$ cat config.mk
export PLATFORM = sky130hd
export DESIGN_NAME = gpx_top
export DESIGN_NICKNAME = d
export VERILOG_FILES = /design/src/design/gpx_pkg.sv /design/src/design/gpx_port.sv /design/src/design/gpx_sync.sv /design/src/design/gpx_top.sv
export SDC_FILE = /design/constraint.sdc
export NUM_CORES = 1
export LEC_CHECK = 0
export BUFFER_PORTS_ARGS = -buffer_cell sky130_fd_sc_hd__buf_2
export CORE_ASPECT_RATIO = 0.8
export CORE_MARGIN = 3
export CORE_UTILIZATION = 50
export DETAILED_ROUTE_END_ITERATION = 7
export MAX_ROUTING_LAYER = met4
export PLACE_DENSITY = 0.69
export SLEW_MARGIN = 20
export SYNTH_ARGS = -nofsm -noshare
export SYNTH_HDL_FRONTEND = slang
export SYNTH_SLANG_ARGS = --single-unit
export TNS_END_PERCENT = 50
$ cat constraint.sdc
create_clock -name sys_clk -period 2.7 [get_ports sys_clk]
set_clock_uncertainty 0.05 [all_clocks]
set_input_delay 0.54 -clock sys_clk [delete_from_list [all_inputs] [get_ports sys_clk]]
set_output_delay 0.54 -clock sys_clk [all_outputs]
set_load 0.005 [all_outputs]
$ cat src/design/gpx_pkg.sv
// Shared constants, state encoding and carrier types for the I2C GPIO expander.
// Assumes a single system clock domain; every pin is synchronised before use.
package gpx_pkg;

  localparam int          NUM_PORTS     = 2;
  localparam int          PORT_W        = 8;
  localparam int          SYNC_W        = 21;

  // Fixed upper part of the 7-bit target address; the low three bits come from pins.
  localparam logic [3:0]  ADDR_PREFIX   = 4'h4;

  // Command byte layout: bit 0 picks the port, bits 2:1 pick the register kind.
  localparam logic [1:0]  KIND_IN       = 2'h0;
  localparam logic [1:0]  KIND_OUT      = 2'h1;
  localparam logic [1:0]  KIND_POL      = 2'h2;
  localparam logic [1:0]  KIND_CFG      = 2'h3;

  localparam logic [7:0]  OUT_RST       = 8'hFF;
  localparam logic [7:0]  POL_RST       = 8'h00;
  localparam logic [7:0]  CFG_RST       = 8'hFF;
  localparam logic [7:0]  HOLD_RST      = 8'h00;

  localparam logic [3:0]  BITS_PER_BYTE = 4'h8;
  localparam logic [3:0]  LAST_BIT      = 4'h7;
  localparam logic [3:0]  BIT_STEP      = 4'h1;

  // Shortest legal serial clock period and the oversampling it leaves us.
  localparam int          SYS_CLK_PERIOD_NS = 10;
  localparam int          SCL_MIN_PERIOD_NS = 2500;
  localparam int          SCL_MIN_CYC       = SCL_MIN_PERIOD_NS / SYS_CLK_PERIOD_NS;

  typedef enum logic [3:0] {
    ST_IDLE,
    ST_ADDR,
    ST_ACK_ADDR,
    ST_CMD,
    ST_ACK_CMD,
    ST_WDATA,
    ST_ACK_W,
    ST_RDATA,
    ST_RACK
  } gpx_state_t;

  typedef struct packed {
    logic [7:0] cfg;
    logic [7:0] pol;
    logic [7:0] out;
  } gpx_port_regs_t;

  typedef struct packed {
    logic       en;
    logic [1:0] kind;
    logic [7:0] data;
  } gpx_wr_t;

endpackage

$ cat src/design/gpx_port.sv
// One 8-bit port: output, polarity and direction registers plus the held input value.
// Assumes pins arrive already synchronised and writes arrive pre-gated for this port.
`timescale 1ns/1ps
module gpx_port
  import gpx_pkg::*;
(
  input  wire logic                  sys_clk,
  input  wire logic                  rst_b,
  input  wire gpx_wr_t               wr,
  input  wire logic                  snap,
  input  wire logic [PORT_W-1:0]     pins,
  output gpx_port_regs_t             regs,
  output logic      [PORT_W-1:0]     in_val,
  output logic      [PORT_W-1:0]     pin_out,
  output logic      [PORT_W-1:0]     pin_oe,
  output logic      [PORT_W-1:0]     diff
);

  // Two synchroniser stages plus one edge to take the settled pin value.
  localparam int PRIME_W = 3;

  gpx_port_regs_t     regs_ff;
  gpx_port_regs_t     nxt_regs;
  logic [PORT_W-1:0]  hold_ff;
  logic [PORT_W-1:0]  nxt_hold;
  logic [PRIME_W-1:0] prime_ff;
  logic               primed;

  assign nxt_regs.out = (wr.en && wr.kind == KIND_OUT) ? wr.data : regs_ff.out;
  assign nxt_regs.pol = (wr.en && wr.kind == KIND_POL) ? wr.data : regs_ff.pol;
  assign nxt_regs.cfg = (wr.en && wr.kind == KIND_CFG) ? wr.data : regs_ff.cfg;
  // The held value tracks the pins until the synchroniser has filled, so its reset zeros raise no interrupt.
  assign primed       = prime_ff[PRIME_W-1];
  assign nxt_hold     = (!primed || snap) ? pins : hold_ff;

  always_ff @(posedge sys_clk or negedge rst_b) begin
    if (!rst_b) begin
      regs_ff   <= '{cfg: CFG_RST, pol: POL_RST, out: OUT_RST};
      hold_ff   <= HOLD_RST;
      prime_ff  <= '0;
    end else begin
      regs_ff   <= nxt_regs;
      hold_ff   <= nxt_hold;
      prime_ff  <= {prime_ff[PRIME_W-2:0], 1'b1};
    end
  end

  assign regs    = regs_ff;
  assign in_val  = pins ^ regs_ff.pol;
  assign pin_out = regs_ff.out;
  assign pin_oe  = ~regs_ff.cfg;
  // Output pins never flag a change; only inputs are compared against the held value.
  assign diff    = (pins ^ hold_ff) & regs_ff.cfg & {PORT_W{primed}};

endmodule

$ cat src/design/gpx_sync.sv
// Two-flop synchroniser for a vector of independent asynchronous levels.
// Assumes each bit is a slow level; no multi-bit coherence is promised.
`timescale 1ns/1ps
module gpx_sync #(
  parameter int W = 1
) (
  input  wire logic         sys_clk,
  input  wire logic         rst_b,
  input  wire logic [W-1:0] d,
  output logic      [W-1:0] q
);

  logic [W-1:0] meta_ff;
  logic [W-1:0] q_ff;

  // The first stage feeds only the second stage.
  always_ff @(posedge sys_clk or negedge rst_b) begin
    if (!rst_b) begin
      meta_ff <= '0;
      q_ff    <= '0;
    end else begin
      meta_ff <= d;
      q_ff    <= meta_ff;
    end
  end

  assign q = q_ff;

endmodule

$ cat src/design/gpx_top.sv
// I2C target bridging serial transfers to a 16-bit GPIO expander with change interrupt.
// Assumes SCL, SDA, address straps and pins are asynchronous and sampled at 100 MHz.
`timescale 1ns/1ps

// Functional notes
// - Sixteen pins form two eight-bit ports.
// - Per-pin direction bit chooses input or output.
// - Input register samples pins; output register drives.
// - Polarity bit inverts the returned input level.
// - Every register can be read back.
// - Interrupt pulls low on input change.
// - Reset loads defaults and idles the FSM.
// - All pins are inputs after reset.
// - Three straps complete the fixed address.
// - All access goes through I2C target transfers.
module gpx_top
  import gpx_pkg::*;
(
  input  wire logic        sys_clk,
  input  wire logic        rst_b,
  input  wire logic        scl_in,
  input  wire logic        sda_in,
  output logic             sda_out,
  output logic             sda_oe,
  input  wire logic        addr_select_bit0,
  input  wire logic        addr_select_bit1,
  input  wire logic        addr_select_bit2,
  input  wire logic [15:0] io_in,
  output logic      [15:0] io_out,
  output logic      [15:0] io_oe,
  input  wire logic        irq_in,
  output logic             irq_out,
  output logic             irq_oe
);

  logic [SYNC_W-1:0]  raw;
  logic [SYNC_W-1:0]  synced;
  logic [15:0]        pins;
  logic               sda_s;
  logic               scl_s;
  logic [2:0]         addr_s;
  logic [6:0]         dev_addr;

  logic               scl_q_ff;
  logic               sda_q_ff;
  logic               scl_rise;
  logic               scl_fall;
  logic               start_det;
  logic               stop_det;
  logic               byte_done;
  logic               addr_hit;

  gpx_state_t         state_ff;
  gpx_state_t         nxt_state;
  logic [3:0]         bit_cnt_ff;
  logic [3:0]         nxt_bit_cnt;
  logic [7:0]         shift_ff;
  logic [7:0]         nxt_shift;
  logic [2:0]         ptr_ff;
  logic [2:0]         nxt_ptr;
  logic [2:0]         ptr_next_pair;
  logic               rw_ff;
  logic               nxt_rw;
  logic               sda_drv_ff;
  logic               nxt_sda_drv;
  logic               irq_ff;

  logic               port_sel;
  logic [1:0]         kind;
  logic [7:0]         rd_data;
  logic               load_rd;
  logic               wr_en;
  gpx_wr_t            wr_bus;

  gpx_port_regs_t     regs   [NUM_PORTS];
  logic [PORT_W-1:0]  in_val [NUM_PORTS];
  logic [PORT_W-1:0]  diff   [NUM_PORTS];
  logic [PORT_W-1:0]  pins_sel;
  logic [15:0]        diff_all;

  // Sampling at 100 MHz leaves at least 250 cycles per bit for a legal serial clock.
  assign raw = {addr_select_bit2, addr_select_bit1, addr_select_bit0, scl_in, sda_in, io_in};

  gpx_sync #(
    .W (SYNC_W)
  ) u_sync (
    .sys_clk (sys_clk),
    .rst_b   (rst_b),
    .d       (raw),
    .q       (synced)
  );

  assign pins     = synced[15:0];
  assign sda_s    = synced[16];
  assign scl_s    = synced[17];
  assign addr_s   = synced[20:18];
  assign dev_addr = {ADDR_PREFIX, addr_s};

  assign scl_rise  = scl_s & ~scl_q_ff;
  assign scl_fall  = ~scl_s & scl_q_ff;
  assign start_det = scl_s & scl_q_ff & sda_q_ff & ~sda_s;
  assign stop_det  = scl_s & scl_q_ff & ~sda_q_ff & sda_s;
  assign byte_done = scl_fall && (bit_cnt_ff == BITS_PER_BYTE);
  assign addr_hit  = (shift_ff[7:1] == dev_addr);

  assign port_sel      = ptr_ff[0];
  assign kind          = ptr_ff[2:1];
  // The pointer toggles within its register pair, so a two-byte burst covers both ports.
  assign ptr_next_pair = {ptr_ff[2:1], ~ptr_ff[0]};
  assign pins_sel      = port_sel ? pins[15:8] : pins[7:0];

  // Every register kind is returned on reads.
  assign rd_data = (kind == KIND_IN)  ? in_val[port_sel] :
                   (kind == KIND_OUT) ? regs[port_sel].out :
                   (kind == KIND_POL) ? regs[port_sel].pol : regs[port_sel].cfg;

  assign load_rd = scl_fall && ((state_ff == ST_ACK_ADDR && rw_ff) || state_ff == ST_RACK);
  assign wr_en   = byte_done && (state_ff == ST_WDATA);
  assign wr_bus  = '{en: wr_en, kind: kind, data: shift_ff};

  generate
    for (genvar i = 0; i < NUM_PORTS; i++) begin : g_port
      gpx_wr_t port_wr;
      logic    port_snap;

      // Each port owns its own direction, output, polarity and held input.
      assign port_wr   = '{en: wr_bus.en && (port_sel == 1'(i)), kind: wr_bus.kind, data: wr_bus.data};
      // Reading the input register refreshes the held value.
      assign port_snap = load_rd && (kind == KIND_IN) && (port_sel == 1'(i));

      gpx_port u_port (
        .sys_clk (sys_clk),
        .rst_b   (rst_b),
        .wr      (port_wr),
        .snap    (port_snap),
        .pins    (pins[i*PORT_W +: PORT_W]),
        .regs    (regs[i]),
        .in_val  (in_val[i]),
        .pin_out (io_out[i*PORT_W +: PORT_W]),
        .pin_oe  (io_oe[i*PORT_W +: PORT_W]),
        .diff    (diff[i])
      );

      assign diff_all[i*PORT_W +: PORT_W] = diff[i];
    end
  endgenerate

  always_comb begin
    nxt_state   = state_ff;
    nxt_bit_cnt = bit_cnt_ff;
    nxt_shift   = shift_ff;
    nxt_ptr     = ptr_ff;
    nxt_rw      = rw_ff;
    nxt_sda_drv = sda_drv_ff;
    if (stop_det) begin
      nxt_state   = ST_IDLE;
      nxt_sda_drv = 1'b0;
    end else if (start_det) begin
      // A repeated start keeps the pointer so a read can follow a command write.
      nxt_state   = ST_ADDR;
      nxt_bit_cnt = '0;
      nxt_sda_drv = 1'b0;
    end else begin
      case (state_ff)
        ST_IDLE: begin
          nxt_sda_drv = 1'b0;
        end
        ST_ADDR, ST_CMD, ST_WDATA: begin
          if (scl_rise) begin
            nxt_shift   = {shift_ff[6:0], sda_s};
            nxt_bit_cnt = 4'(bit_cnt_ff + BIT_STEP);
          end else if (byte_done) begin
            nxt_bit_cnt = '0;
            nxt_sda_drv = 1'b1;
            if (state_ff == ST_ADDR) begin
              if (addr_hit) begin
                nxt_state = ST_ACK_ADDR;
                nxt_rw    = shift_ff[0];
              end else begin
                nxt_state   = ST_IDLE;
                nxt_sda_drv = 1'b0;
              end
            end else if (state_ff == ST_CMD) begin
              nxt_state = ST_ACK_CMD;
              nxt_ptr   = shift_ff[2:0];
            end else begin
              nxt_state = ST_ACK_W;
              nxt_ptr   = ptr_next_pair;
            end
          end
        end
        ST_ACK_ADDR: begin
          if (scl_fall) begin
            if (rw_ff) begin
              nxt_state   = ST_RDATA;
              nxt_shift   = rd_data;
              nxt_sda_drv = ~rd_data[7];
            end else begin
              nxt_state   = ST_CMD;
              nxt_sda_drv = 1'b0;
            end
          end
        end
        ST_ACK_CMD, ST_ACK_W: begin
          if (scl_fall) begin
            nxt_state   = ST_WDATA;
            nxt_sda_drv = 1'b0;
          end
        end
        ST_RDATA: begin
          if (scl_fall) begin
            if (bit_cnt_ff == LAST_BIT) begin
              nxt_state   = ST_RACK;
              nxt_bit_cnt = '0;
              nxt_sda_drv = 1'b0;
            end else begin
              nxt_bit_cnt = 4'(bit_cnt_ff + BIT_STEP);
              nxt_shift   = {shift_ff[6:0], 1'b0};
              nxt_sda_drv = ~shift_ff[6];
            end
          end
        end
        ST_RACK: begin
          if (scl_rise) begin
            if (sda_s) begin
              nxt_state = ST_IDLE;
            end else begin
              nxt_ptr = ptr_next_pair;
            end
          end else if (scl_fall) begin
            nxt_state   = ST_RDATA;
            nxt_shift   = rd_data;
            nxt_sda_drv = ~rd_data[7];
          end
        end
        default: begin
          nxt_state   = ST_IDLE;
          nxt_sda_drv = 1'b0;
        end
      endcase
    end
  end

  // Reset puts every register at its default and the bus engine at rest.
  always_ff @(posedge sys_clk or negedge rst_b) begin
    if (!rst_b) begin
      state_ff   <= ST_IDLE;
      bit_cnt_ff <= '0;
      shift_ff   <= '0;
      ptr_ff     <= '0;
      rw_ff      <= 1'b0;
      sda_drv_ff <= 1'b0;
      scl_q_ff   <= 1'b0;
      sda_q_ff   <= 1'b0;
      irq_ff     <= 1'b0;
    end else begin
      state_ff   <= nxt_state;
      bit_cnt_ff <= nxt_bit_cnt;
      shift_ff   <= nxt_shift;
      ptr_ff     <= nxt_ptr;
      rw_ff      <= nxt_rw;
      sda_drv_ff <= nxt_sda_drv;
      scl_q_ff   <= scl_s;
      sda_q_ff   <= sda_s;
      irq_ff     <= |diff_all;
    end
  end

  // The interrupt line is open drain and is sensed by nobody inside, so its input is unused.
  assign sda_out = 1'b0;
  assign sda_oe  = sda_drv_ff;
  assign irq_out = 1'b0;
  assign irq_oe  = irq_ff;
endmodule

Word-level counts from Yosys, hierarchy flattened --
Cells that the tools add are included. Widths: inputs -> output; s select.
Word-level totals: output and inout port bits 36, register bits after elaboration 136
Operators by class: eq/ne operators 39, mux-type cells 60, order comparisons 1, reduce and logical (&&, ||, !) cells 35, add/sub/neg operators 1, bitwise logic cells 30
Operator list (number):
- $mux 8 | 13
- $mux 24 | 3
- $mux 4 | 17
- $ne 4x4->1 const B | 9
- $and 8x8->8 | 4
- $pmux 8 s4 | 1
- $xor 8x8->8 | 4
- $ne 2x2->1 const B | 12
- $pmux 4 s6 | 1
- $eq 4x3->1 const B | 5
- $not 8->8 | 2
- $reduce_and 8->1 | 2
- $reduce_or 16->1 | 1
- $logic_and 1x1->1 | 15
- $mux 1 | 15
- $mux 3 | 5
- $reduce_and 7->1 | 2
- $not 1->1 | 12
- $reduce_and 10->1 | 1
- $reduce_and 9->1 | 1
- $eq 4x2->1 const B | 2
- $eq 4x4->1 const B | 2
- $pmux 4 s2 | 1
- $and 1x1->1 | 7
- other kinds (23) | 29

Logic depth before layout (Yosys ltp) --
Gate-level depths: netlist of the first run.
depth after elaboration 13, gate-level depth with buffers 8

Modules after synthesis --
From an unflattened synthesis of the first run, not the netlist that was laid out.
Unflattened totals: cell total of the unflattened synthesis 508, area, all modules 6472.5 um2
Modules (own cells, without submodules):
- gpx_port | cells an instance 113, sequential area each 895.9 um2, instances 2, area each 1584.0 um2
- gpx_top | cells an instance 240, sequential area each 600.6 um2, instances 1, area each 2253.4 um2
- gpx_sync | cells an instance 42, sequential area each 1051.0 um2, instances 1, area each 1051.0 um2

Least setup slack after synthesis of the first run --
OpenSTA, ideal clock, no wires.
path type register to register, start point reg state_ff[0], end point reg shift_ff[0], stages on the path, launching flop included 6, buffers on the path 0, data arrival time 1979 ps, data required time 2525 ps, path slack 546 ps, path through dfrtp_1 -> or4b_4 -> nor2_2 -> o21ai_2 -> nor4_4 -> mux2_2
Between the ends: longest elaborated chain between the ends 4, elaborated cells on any way between the ends 17, classes of those cells 13 x eq/ne; 1 x mux; 3 x reduce/logical
RTL lines:
- from (decl) | RTL line gpx_top.sv:53 | gpx_state_t state_ff;
- from (signal assigned) | RTL line gpx_top.sv:257 | state_ff <= nxt_state;
- $eq 4x3->1 (tied with other cells) | RTL line gpx_top.sv:164 | case (state_ff)
- $reduce_or 3->1 | RTL line gpx_top.sv:164
- $reduce_bool 4->1 (no source line) / $ne 2x2->1 (equally long branches)
- $reduce_and 10->1 (no source line)
- to (signal assigned) | RTL line gpx_top.sv:259 | shift_ff <= nxt_shift;
- to (decl) | RTL line gpx_top.sv:57 | logic [7:0] shift_ff;
Several ways; a longest one is shown, not always the timed one. A chain may end at the register's enable or synchronous reset.

Final worst setup path of the first run --
start point reg ptr_ff[0], end point reg sda_drv_ff (netlist: sda_oe)
Between the ends: longest elaborated chain between the ends 13, elaborated cells on any way between the ends 18, classes of those cells 16 x mux; 2 x bitwise
RTL lines:
- from (decl) | RTL line gpx_top.sv:59 | logic [2:0] ptr_ff;
- from (signal assigned) | RTL line gpx_top.sv:260 | ptr_ff <= nxt_ptr;
- $not 1->2 (implied by the code) (*) | RTL line gpx_top.sv:113, gpx_top.sv:114, gpx_top.sv:115
- $mux 24 (implied by the code) (3 in series) | RTL line gpx_top.sv:115 | (kind == KIND_POL) ? regs[port_sel].pol : regs[port_sel].cfg;
- $mux 8 | RTL line gpx_top.sv:115
- $mux 8 | RTL line gpx_top.sv:114 | (kind == KIND_OUT) ? regs[port_sel].out :
- $mux 8 (*) | RTL line gpx_top.sv:113 | assign rd_data = (kind == KIND_IN) ? in_val[port_sel] :
- $not 1->1 (*) | RTL line gpx_top.sv:197, gpx_top.sv:233
- $mux 1, on equally long branches | RTL line gpx_top.sv:230, gpx_top.sv:194
- $mux 1, on equally long branches | RTL line gpx_top.sv:224, gpx_top.sv:193
- $pmux 1 s5 (*) | RTL line gpx_top.sv:164
- $mux 1 (*) | RTL line gpx_top.sv:158 | end else if (start_det) begin
- $mux 1 (*) | RTL line gpx_top.sv:155 | if (stop_det) begin
- to (signal assigned) | RTL line gpx_top.sv:262 | sda_drv_ff <= nxt_sda_drv;
- to (decl) | RTL line gpx_top.sv:64 | logic sda_drv_ff;
Every way passes the cells marked *; elsewhere a longest branch is shown, timed or not. The select of a mux whose other input is x is not followed.

==> metrics.md, run 1 <==
| Metric | Value |
|---|---|
| Status | `finished, final reports clean` |
| CP max stage cell | `nor3_1` |
| Synthesized cell area | `~0.0064 sq mm` |
| Vias per cell | `5.64` |
| Die W | `132 um` |
| Synth Flop Type | `dfrtp_1` |
| CTS tree | `yes` |
| Multi-input gate area | `0.00269 sq mm` |
| Synth Instances | `534` |
| Post-synthesis sequential area ratio | `0.528` |
| Final TNS setup | `0 ns` |
| Post-route core utilization | `0.604` |
| Crit path time final | `2.59 ns` |
| Fin. max-slew vios | `0` |
| Vias | `4423` |
| Total GRT Usage | `0.227` |
| Fmax achieved | `0.386 GHz` |
| Vias in the first global route | `between 4000 and 5000` |
| Crit Path Max Fanout | `11` |
| Core box area | `0.0123 sq mm` |
| FP Rows | `36` |
| Hold slack | `between 0.04 and 0.05 ns` |
| Reg2reg path depth | `5` |
| N_diodes | `0` |
| Tightest Pin Transition | `0.912 ns` |
| FF+latch area | `0.00337 sq mm` |
| Slew margin rel. | `0.387` |
| Gpl congestion | `0.885` |
| Post-route ant nets | `0` |
| Power Density | `772 mW/mm^2` |
| Post-CTS Resized | `0` |
| HPWL after detailed placement | `10800 um` |
| Worst-Skew Late Latency | `just over 0.4 ns` |
| Reg2Reg Capture Point | `sda_oe` |
| R2R Setup Slk | `0.11 ns` |
| H-tree Lvls | `4` |
| Initial core utilization | `0.517` |
| #FFs+latches synth | `133` |
| RSZ-0062 raised after global routing | `no` |
| Port Buffer Count | `56` |
| Initial antenna violation count | `0` |
| Max Buffers Root-to-Sink | `2` |
| CP required | `just under 3 ns` |
| Worst hold path class | `in -> async` |
| Num Clock Sinks | `133` |
| Root buf cell | `clkbuf_16` |
| Max rail drop VDD | `~0.51 mV` |
| Worst EP arrival | `2.80 ns` |
| Iteration-0 DRC Markers | `511` |
| Total Power | `between 0.005 and 0.006 W` |
| Final instance area | `between 0.007 and 0.008 sq mm` |
| Die area | `0.0142 sq mm` |
| Final #Nets | `629` |
| Ys async rst share | `1.00` |
| Crit-path cells | `nor3_1, a222oi_1, and3_1, nor4_1, o32ai_1` |
| P_leak | `~3.2 nW` |
| Final Setup Violations | `0` |
| Max incr delay on CP | `0.83 ns` |
| Final period util | `0.960` |
| Post-CTS setup buffer count | `0` |
| Avg WL per Cell | `19.0 um` |
| Crit path launch type | `register` |
| First-pass GRT wire length | `~24000 um` |
| Layout cell share with drive strength beyond 1 | `0.392` |
| Post-Route WL | `14900 um` |
| Area grow syn2layout | `16.9%` |
| Clk slew on worst S/H paths | `0.06 ns` |
| YS warnings | `0` |
| Setup crit end kind | `register` |
| Post-synth cell types | `57` |
| Total CTS buffers | `17` |
| Largest net degree at the start of global routing | `between 50 and 60` |
| Post-Syn Area per Cell | `12.0 sq um` |
| Setup CP Type | `reg -> reg` |
| Drt drc | `0` |
| Max cap viols | `0` |
| GR Overflow Total | `0` |
| Drt pass-1 iters | `5` |
| Ports | `60` |
| Hold Vio Cnt, Final | `0` |
| Post-synth EDFFs | `0` |
| Reg-to-Reg Start | `ptr_ff[0]` |
| Die Y | `107 um` |
| Placement Cell Area | `0.00690 sq mm` |
| Fillers | `1001` |
| Hold Buf Count CTS | `0` |
-- where the power goes --
part | switching [W] | internal (W)
sequential | 0.000273 | 0.00216
clock | 0.000963 | 0.00121
combinational | 0.000619 | 0.000532
-- how the worst max path moves through the flow --
stage	cells after the start	startpoint	end	slack (ns)
after floorplan	5	state_ff[0]	shift_ff[0]	0.55
after global placement	5	ptr_ff[0]	sda_oe	0.35
after detailed placement	5	ptr_ff[0]	sda_oe	0.33
after CTS	5	ptr_ff[0]	sda_oe	0.28
after global routing	5	ptr_ff[0]	sda_oe	0.12
final	5	ptr_ff[0]	sda_oe	0.11
-- layout make-up --
type                    instances  share of cell area
flip-flops and latches        133               0.452
multi-input cells             336               0.361
repair buffers                 87              0.0708
clock buffers                  17              0.0570
well taps                     171              0.0287
clock inverters                15              0.0183
inverters                      25              0.0126
-- registers in the layout (all words and copies together) (netlist names) --
signal,cells
g_port.u_port.hold_ff,16
state_ff,4
rw_ff,1
g_port.u_port.regs,32
sda_q_ff,1
u_sync.meta_ff,21
g_port.u_port.pin_out,16
ptr_ff,3
sda_oe,1
irq_oe,1
bit_cnt_ff,4
g_port.u_port.prime_ff,3
scl_q_ff,1
shift_ff,8
u_sync.q,21
-- logic make-up after synthesis --
| logic type | Yosys count | share of synthesized area |
|---|---|---|
| buffers and inverters | 66 | 0.0508 |
| muxes | 93 | 0.163 |
| adders and majority gates | 5 | 0.00980 |
| other | 2 | 0.00118 |
| and+or+nand+nor | 116 | 0.108 |
| AOI/OAI and AO/OA | 84 | 0.0917 |
| DFF | 133 | 0.528 |
| xor gates and xnor gates | 35 | 0.0480 |
-- cells in the mapped netlist (3+ instances only) --
master / number / share of area
nand2b_1: 13 / 0.013
ha_1: 5 / 0.0098
inv_1: 25 / 0.015
o21ai_0: 16 / 0.013
buf_2: 7 / 0.0055
dfstp_2: 32 / 0.13
nand4_1: 4 / 0.0039
nor3_2: 3 / 0.0047
dfrtp_1: 101 / 0.40
xor2_1: 11 / 0.015
nand2_1: 26 / 0.015
and4b_1: 4 / 0.0063
a21o_1: 3 / 0.0035
mux2_2: 78 / 0.14
nor4b_1: 7 / 0.0096
nor2b_1: 7 / 0.0069
nor2_1: 14 / 0.0082
o22ai_1: 12 / 0.012
nor3_1: 4 / 0.0031
clkbuf_1: 14 / 0.0082
and2_1: 5 / 0.0049
buf_4: 18 / 0.021
o32a_1: 5 / 0.0078
mux2i_1: 14 / 0.022
nor4_1: 4 / 0.0039
a31oi_1: 9 / 0.0088
xnor2_1: 24 / 0.033
nand3b_1: 7 / 0.0082
a21boi_0: 3 / 0.0035
o211ai_1: 4 / 0.0047
nand3_1: 9 / 0.0071
a21oi_1: 13 / 0.010
-- layout by cell type, fill, tap and decap left out, types with 11 or more instances in the layout --
cell type and count:
dfrtp_1 101, a21oi_1 13, xor2_1 11, mux2i_1 14, buf_4 31, buf_2 55
dfstp_2 32, o22ai_1 12, o21ai_0 16, clkbuf_16 17, nand2b_1 13, xnor2_1 24
inv_1 25, nand2_1 26, mux2_2 78, nor2_1 14
-- layer usage --
layer  routed length [um]  vias to the layer above  part of all wire  track usage
met1                 7230                     2195              0.49        0.333
met5                    0                        -                 0            -
met4                  228                        0             0.015       0.0675
li1                     -                     2021                 -            -
met2                 6360                      185              0.43        0.316
met3                 1070                       22             0.072       0.0549
-- per-stage QoR --
stage	std cells	setup slack, ns
after floorplan	535	0.546
after global placement	752	0.351
after detailed placement	752	0.330
after CTS	784	0.276
after global routing	784	0.117
final	784	0.108
-- critical path, delay by kind of cell, from the launching register on --
kind / cells / cell delay (ns)
simple gates: 3 / 1.42
flops: 1 / 0.57
compound gates: 2 / 0.40
Power figures use the tool's default switching activity.
==> run 2, diff against run 1 <==
--- a/config.mk
+++ b/config.mk
@@ -11,7 +11,7 @@
 export CORE_UTILIZATION = 50
 export DETAILED_ROUTE_END_ITERATION = 7
 export MAX_ROUTING_LAYER = met4
-export PLACE_DENSITY = 0.69
+export PLACE_DENSITY = 0.72
 export SLEW_MARGIN = 20
 export SYNTH_ARGS = -nofsm -noshare
 export SYNTH_HDL_FRONTEND = slang
==> constraint.sdc (replaced) <==
create_clock -name sys_clk -period 2.1 [get_ports sys_clk]
set_clock_uncertainty 0.05 [all_clocks]
set_input_delay 0.42 -clock sys_clk [delete_from_list [all_inputs] [get_ports sys_clk]]
set_output_delay 0.42 -clock sys_clk [all_outputs]
set_load 0.005 [all_outputs]
==> metrics.md, run 2 (same netlist as run 1, synthesis figures left out) <==
| Metric | Value |
|---|---|
| Final period util | `1.01` |
| RSZ-0062 raised after global routing | `yes` |
| Max incr delay on CP | `about 0.47 ns` |
| Hold Vio Cnt, Final | `0` |
| Iteration-0 DRC Markers | `349` |
| Initial core utilization | `0.517` |
| Layout cell share with drive strength beyond 1 | `0.465` |
| Crit path time final | `around 2.1 ns` |
| Status | `finished, violations left` |
| HPWL after detailed placement | `11300 um` |
| H-tree Lvls | `4` |
| Final TNS setup | `-0.0523 ns` |
| Tightest Pin Transition | `between 0.5 and 0.6 ns` |
| Area grow syn2layout | `27.0%` |
| Largest net degree at the start of global routing | `52` |
| Commonest cells after routing, fill and taps aside | `97 x dfrtp_1, 75 x mux2_2, 65 x buf_4` |
| Worst EP arrival | `2.37 ns` |
| Crit Path Max Fanout | `8` |
| Total Power | `0.00855 W` |
| Top layer in use | `met4` |
| Final #Nets | `674` |
| Avg WL per Cell | `19.1 um` |
| Fmax achieved | `0.471 GHz` |
| Commonest non-fill, non-tap cell in the layout | `dfrtp_1` |
| Max cap viols | `0` |
| Vias in the first global route | `around 4600` |
| Die W | `around 130 um` |
| Total GRT Usage | `0.240` |
| Met2 wire length | `6880 um` |
| Worst-Skew Late Latency | `0.42 ns` |
| Min setup slack post-route | `-0.0230 ns` |
| Gpl congestion | `~0.91` |
| Max reg flops | `32` |
| CP required | `approximately 2.3 ns` |
| Vias | `approximately 4600` |
| CP max stage cell | `dfrtp_2` |
| Num Clock Sinks | `133` |
| First-pass GRT wire length | `25400 um` |
| Root buf cell | `clkbuf_16` |
| Max Buffers Root-to-Sink | `2` |
| Met3 WL post-DR | `1150 um` |
| Core box area | `approximately 0.012 sq mm` |
| Port Buffer Count | `56` |
| Post-Route WL | `15900 um` |
| Die area | `0.0142 sq mm` |
| Slew margin rel. | `0.649` |
| Most used cell along the critical path | `buf_6` |
| Met1 wire length | `7600 um` |
| Setup CP Type | `reg -> reg` |
| CTS tree | `yes` |
| Hold slack | `0.0517 ns` |
| Final Setup Violations | `4` |
| Vias per cell | `5.58` |
| Pre-CTS setup slack | `-0.0889 ns` |
| Initial antenna violation count | `1` |
| FP Rows | `36` |
| Post-route ant nets | `0` |
| Failing checks | `negative setup slack` |
| Fillers | `929` |
| Clk slew on worst S/H paths | `~0.06 ns` |
| Drt pass-1 iters | `5` |
| Setup crit end kind | `register` |
| Power Density | `1050 mW/mm^2` |
| Crit-path cells | `buf_6, and4b_1, and4b_2, nor4_4, buf_6, mux2_2` |
| Drt drc | `0` |
| Max rail drop VDD | `~0.8 mV` |
| Ports | `60` |
| Fin. max-slew vios | `0` |
| Die Y | `~110 um` |
| P_leak | `3.51 nW` |
| Total CTS buffers | `17` |
| GR Overflow Total | `0` |
| Crit path launch type | `register` |
| Worst hold path class | `in -> reg` |
-- run 2: cell types whose count changed in the layout (fill, tap and decap cells not counted), sizes merged --
cell	before	now
diode	0	2
bufinv	0	6
dlygate4sd3	0	1
clkinvlp	2	0
inv	34	30
buf	87	131
-- run 2: timing repair --
action / 4_1_cts / 5_1_grt
endpoints found under the hold margin: 21 / 0
buffers inserted: 6 / 5
hold buffers: 1 / 0
gates resized for setup: 7 / 32
setup endpoints to repair: 41 / 60
pin swaps: 0 / 6
-- run 2: worst paths after layout --
path	start	to	slack, ns	depth (start not counted)
setup / recovery	state_ff[2]	shift_ff[6]	-0.02	6
hold / removal	io_in[13]	u_sync.meta_ff[13]	0.05	1
setup reg to reg	state_ff[2]	shift_ff[6]	-0.02	6
hold reg to reg	u_sync.meta_ff[20]	u_sync.q[20]	0.30	0
max in group asynchronous	rst_b	g_port[1].u_port.regs[17]	0.90	3
min in group asynchronous	rst_b	u_sync.meta_ff[3]	0.42	2
-- run 2: where the power goes --
group          switching (W)  total (W)  internal, W
combinational        0.00102    0.00206      0.00103
clock                0.00118    0.00345      0.00227
sequential          0.000256    0.00304      0.00278
total                0.00246    0.00855      0.00608
-- run 2: final cells by class --
type                       instances  area [sq um]  share of cell area
tap                              171           214              0.0264
clock inverter                    15           267              0.0329
sequential                       133          3370               0.416
inverter                          25          93.8              0.0116
antenna                            2          5.00            0.000617
timing repair buffer             132           932               0.115
multi-input combinational        336          2800               0.345
clock buffer                      17           425              0.0525
-- run 2: through the flow --
stage          instances  utilization  instance area (sq um)
2_1_floorplan        535            -                   6390
3_3_place_gp         785        0.582                   7180
3_5_place_dp         785        0.582                   7180
4_1_cts              824        0.644                   7950
5_1_grt              831        0.657                   8110
6_report             831        0.657                   8110
-- run 2: routing by layer --
layer	vias up	global-route usage
met5	-	-
met4	0	0.0586
met3	24	0.0511
met2	170	0.341
met1	2334	0.353
li1	2105	-
-- run 2: critical path, delay by kind of cell (launching register included) --
| kind | cells | cell delay, ns |
|---|---|---|
| and+or+nand+nor | 3 | 0.78 |
| muxes | 1 | 0.35 |
| DFF | 1 | 0.47 |
| buffers and inverters | 2 | 0.35 |
==> run 3, diff against run 2 <==
--- a/config.mk
+++ b/config.mk
@@ -5,7 +5,7 @@
 export SDC_FILE = /design/constraint.sdc
 export NUM_CORES = 1
 export LEC_CHECK = 0
-export BUFFER_PORTS_ARGS = -buffer_cell sky130_fd_sc_hd__buf_2
+export BUFFER_PORTS_ARGS = -buffer_cell sky130_fd_sc_hd__buf_4
 export CORE_ASPECT_RATIO = 0.8
 export CORE_MARGIN = 3
 export CORE_UTILIZATION = 50
==> metrics.md, run 3 (same netlist as run 1, synthesis figures left out) <==
| Metric | Value |
|---|---|
| CTS tree | `yes` |
| Vias per cell | `5.66` |
| Hold Crit Start | `io_in[3]` |
| Setup crit end kind | `register` |
| HPWL after detailed placement | `between 10000 and 15000 um` |
| Crit path launch type | `register` |
| Die area | `between 0.01 and 0.015 sq mm` |
| Final Setup Violations | `9` |
| N_diodes | `0` |
| Vias in the first global route | `4832` |
| Post-route ant nets | `0` |
| Gpl congestion | `between 0.8 and 0.9` |
| Avg WL per Cell | `19.5 um` |
| RSZ-0062 raised after global routing | `yes` |
| Commonest cells after routing, fill and taps aside | `116 x buf_4, 98 x dfrtp_1, 78 x mux2_2` |
| Hold Vio Cnt, Final | `0` |
| Die Y | `about 110 um` |
| Crit Path Max Fanout | `10` |
| Final period util | `1.02` |
| Drt drc | `0` |
| Power Density | `986 mW/mm^2` |
| Total CTS buffers | `17` |
| Root buf cell | `clkbuf_16` |
| Vias | `4654` |
| Max Buffers Root-to-Sink | `2` |
| Tightest Pin Transition | `0.530 ns` |
| Setup CP Type | `reg -> reg` |
| Post-Route WL | `between 15000 and 20000 um` |
| P_leak | `between 3 and 4 nW` |
| Ports | `60` |
| Fmax achieved | `0.466 GHz` |
| Clk slew on worst S/H paths | `0.06 ns` |
| First-pass GRT wire length | `26100 um` |
| Fin. max-slew vios | `0` |
| Failing checks | `negative setup slack` |
| FP Rows | `36` |
| Initial antenna violation count | `0` |
| Num Clock Sinks | `roughly 130` |
| Die W | `132 um` |
| Reg-to-Reg Start | `state_ff[1]` |
| Worst hold path class | `in -> reg` |
| Status | `finished, violations left` |
| Core box area | `around 0.012 sq mm` |
| Total GRT Usage | `0.244` |
| Hold slack | `0.0512 ns` |
| Drt pass-1 iters | `5` |
| CP required | `2.35 ns` |
| Total Power | `0.00794 W` |
| Iteration-0 DRC Markers | `410` |
| Crit path time final | `around 2.1 ns` |
| Final #Nets | `667` |
| R2R Setup Slk | `-0.05 ns` |
| Worst EP arrival | `around 2.4 ns` |
| Largest net degree at the start of global routing | `49` |
| Slew margin rel. | `0.642` |
| Initial core utilization | `0.517` |
| Min setup slack post-route | `-0.0457 ns` |
| Max cap viols | `0` |
| Area grow syn2layout | `26.1%` |
| CP startpoint | `state_ff[1]` |
| Fillers | `~950` |
| Worst-Skew Late Latency | `0.42 ns` |
| Port Buffer Count | `56` |
| Layout cell share with drive strength beyond 1 | `0.447` |
| GR Overflow Total | `0` |
| H-tree Lvls | `4` |
| Commonest non-fill, non-tap cell in the layout | `buf_4` |
| Max reg flops | `32` |
| Max rail drop VDD | `0.743 mV` |
[run 3: changes by cell type in the layout (fill, tap and decap cells not counted), sizes merged]
cell	previous run	this run
clkbuf	17	18
bufinv	6	1
clkinvlp	0	2
clkinv	4	2
inv	30	34
diode	2	0
buf	131	124
[run 3: path summary, 6_finish.rpt]
| path | end | cells after the start |
|---|---|---|
| worst min-delay path | u_sync.meta_ff[3] | 1 |
| max in group asynchronous | g_port[0].u_port.regs[23] | 3 |
| worst min register to register | u_sync.q[1] | 0 |
| min in group asynchronous | g_port[0].u_port.hold_ff[5] | 2 |
| worst max register to register | shift_ff[4] | 6 |
| worst max-delay path | shift_ff[4] | 6 |
[run 3: timing repair]
action | 4_1_cts | 5_1_grt
gates resized for setup | 13 | 14
pin swaps | 1 | 2
endpoints found under the hold margin | 12 | 0
hold buffers | 1 | 0
buffers inserted | 0 | 1
setup endpoints to repair | 52 | 39
[run 3: power breakdown]
| part | leakage (nW) | internal, W | switching (W) | total, W |
|---|---|---|---|---|
| Combinational | 1.61 | 0.000931 | 0.00101 | 0.00194 |
| Clock | 0.289 | 0.00172 | 0.00126 | 0.00298 |
| Sequential | 1.57 | 0.00278 | 0.000233 | 0.00301 |
[run 3: layout make-up]
type                    count  area (sq um)  area share
flip-flops and latches    133          3370       0.419
clock buffers              18           439      0.0546
well taps                 171           214      0.0266
multi-input cells         336          2780       0.345
repair buffers            125           997       0.124
inverters                  25          93.8      0.0117
clock inverters            14           159      0.0197
[run 3: metrics by stage]
stage	area, sq um	TNS (ns)	instances	util	setup WS, ns
floorplan	6390	0	535	-	0.0639
global placement	7330	-5.53	788	0.594	-0.227
detailed placement	7330	-4.73	788	0.594	-0.197
CTS	7980	-0.302	821	0.647	-0.0418
global route	8050	-2.12	822	0.652	-0.121
finish	8050	-0.303	822	0.652	-0.0457
[run 3: critical path: stages, from the launching register on]
cell and delay (ns):
dfrtp_2 0.49, buf_4 0.19, and4b_1 0.22, and4b_1 0.25, nor4_4 0.29, buf_6 0.19
mux2_2 0.34
[run 3: routing by layer]
layer  GRT usage  routed length, um  vias to the layer above
met3      0.0488               1130                       20
met5           -                  0                        -
li1            -                  -                     2099
met1       0.368               7820                     2344
met2       0.341               6920                      191
met4      0.0608                187                        0
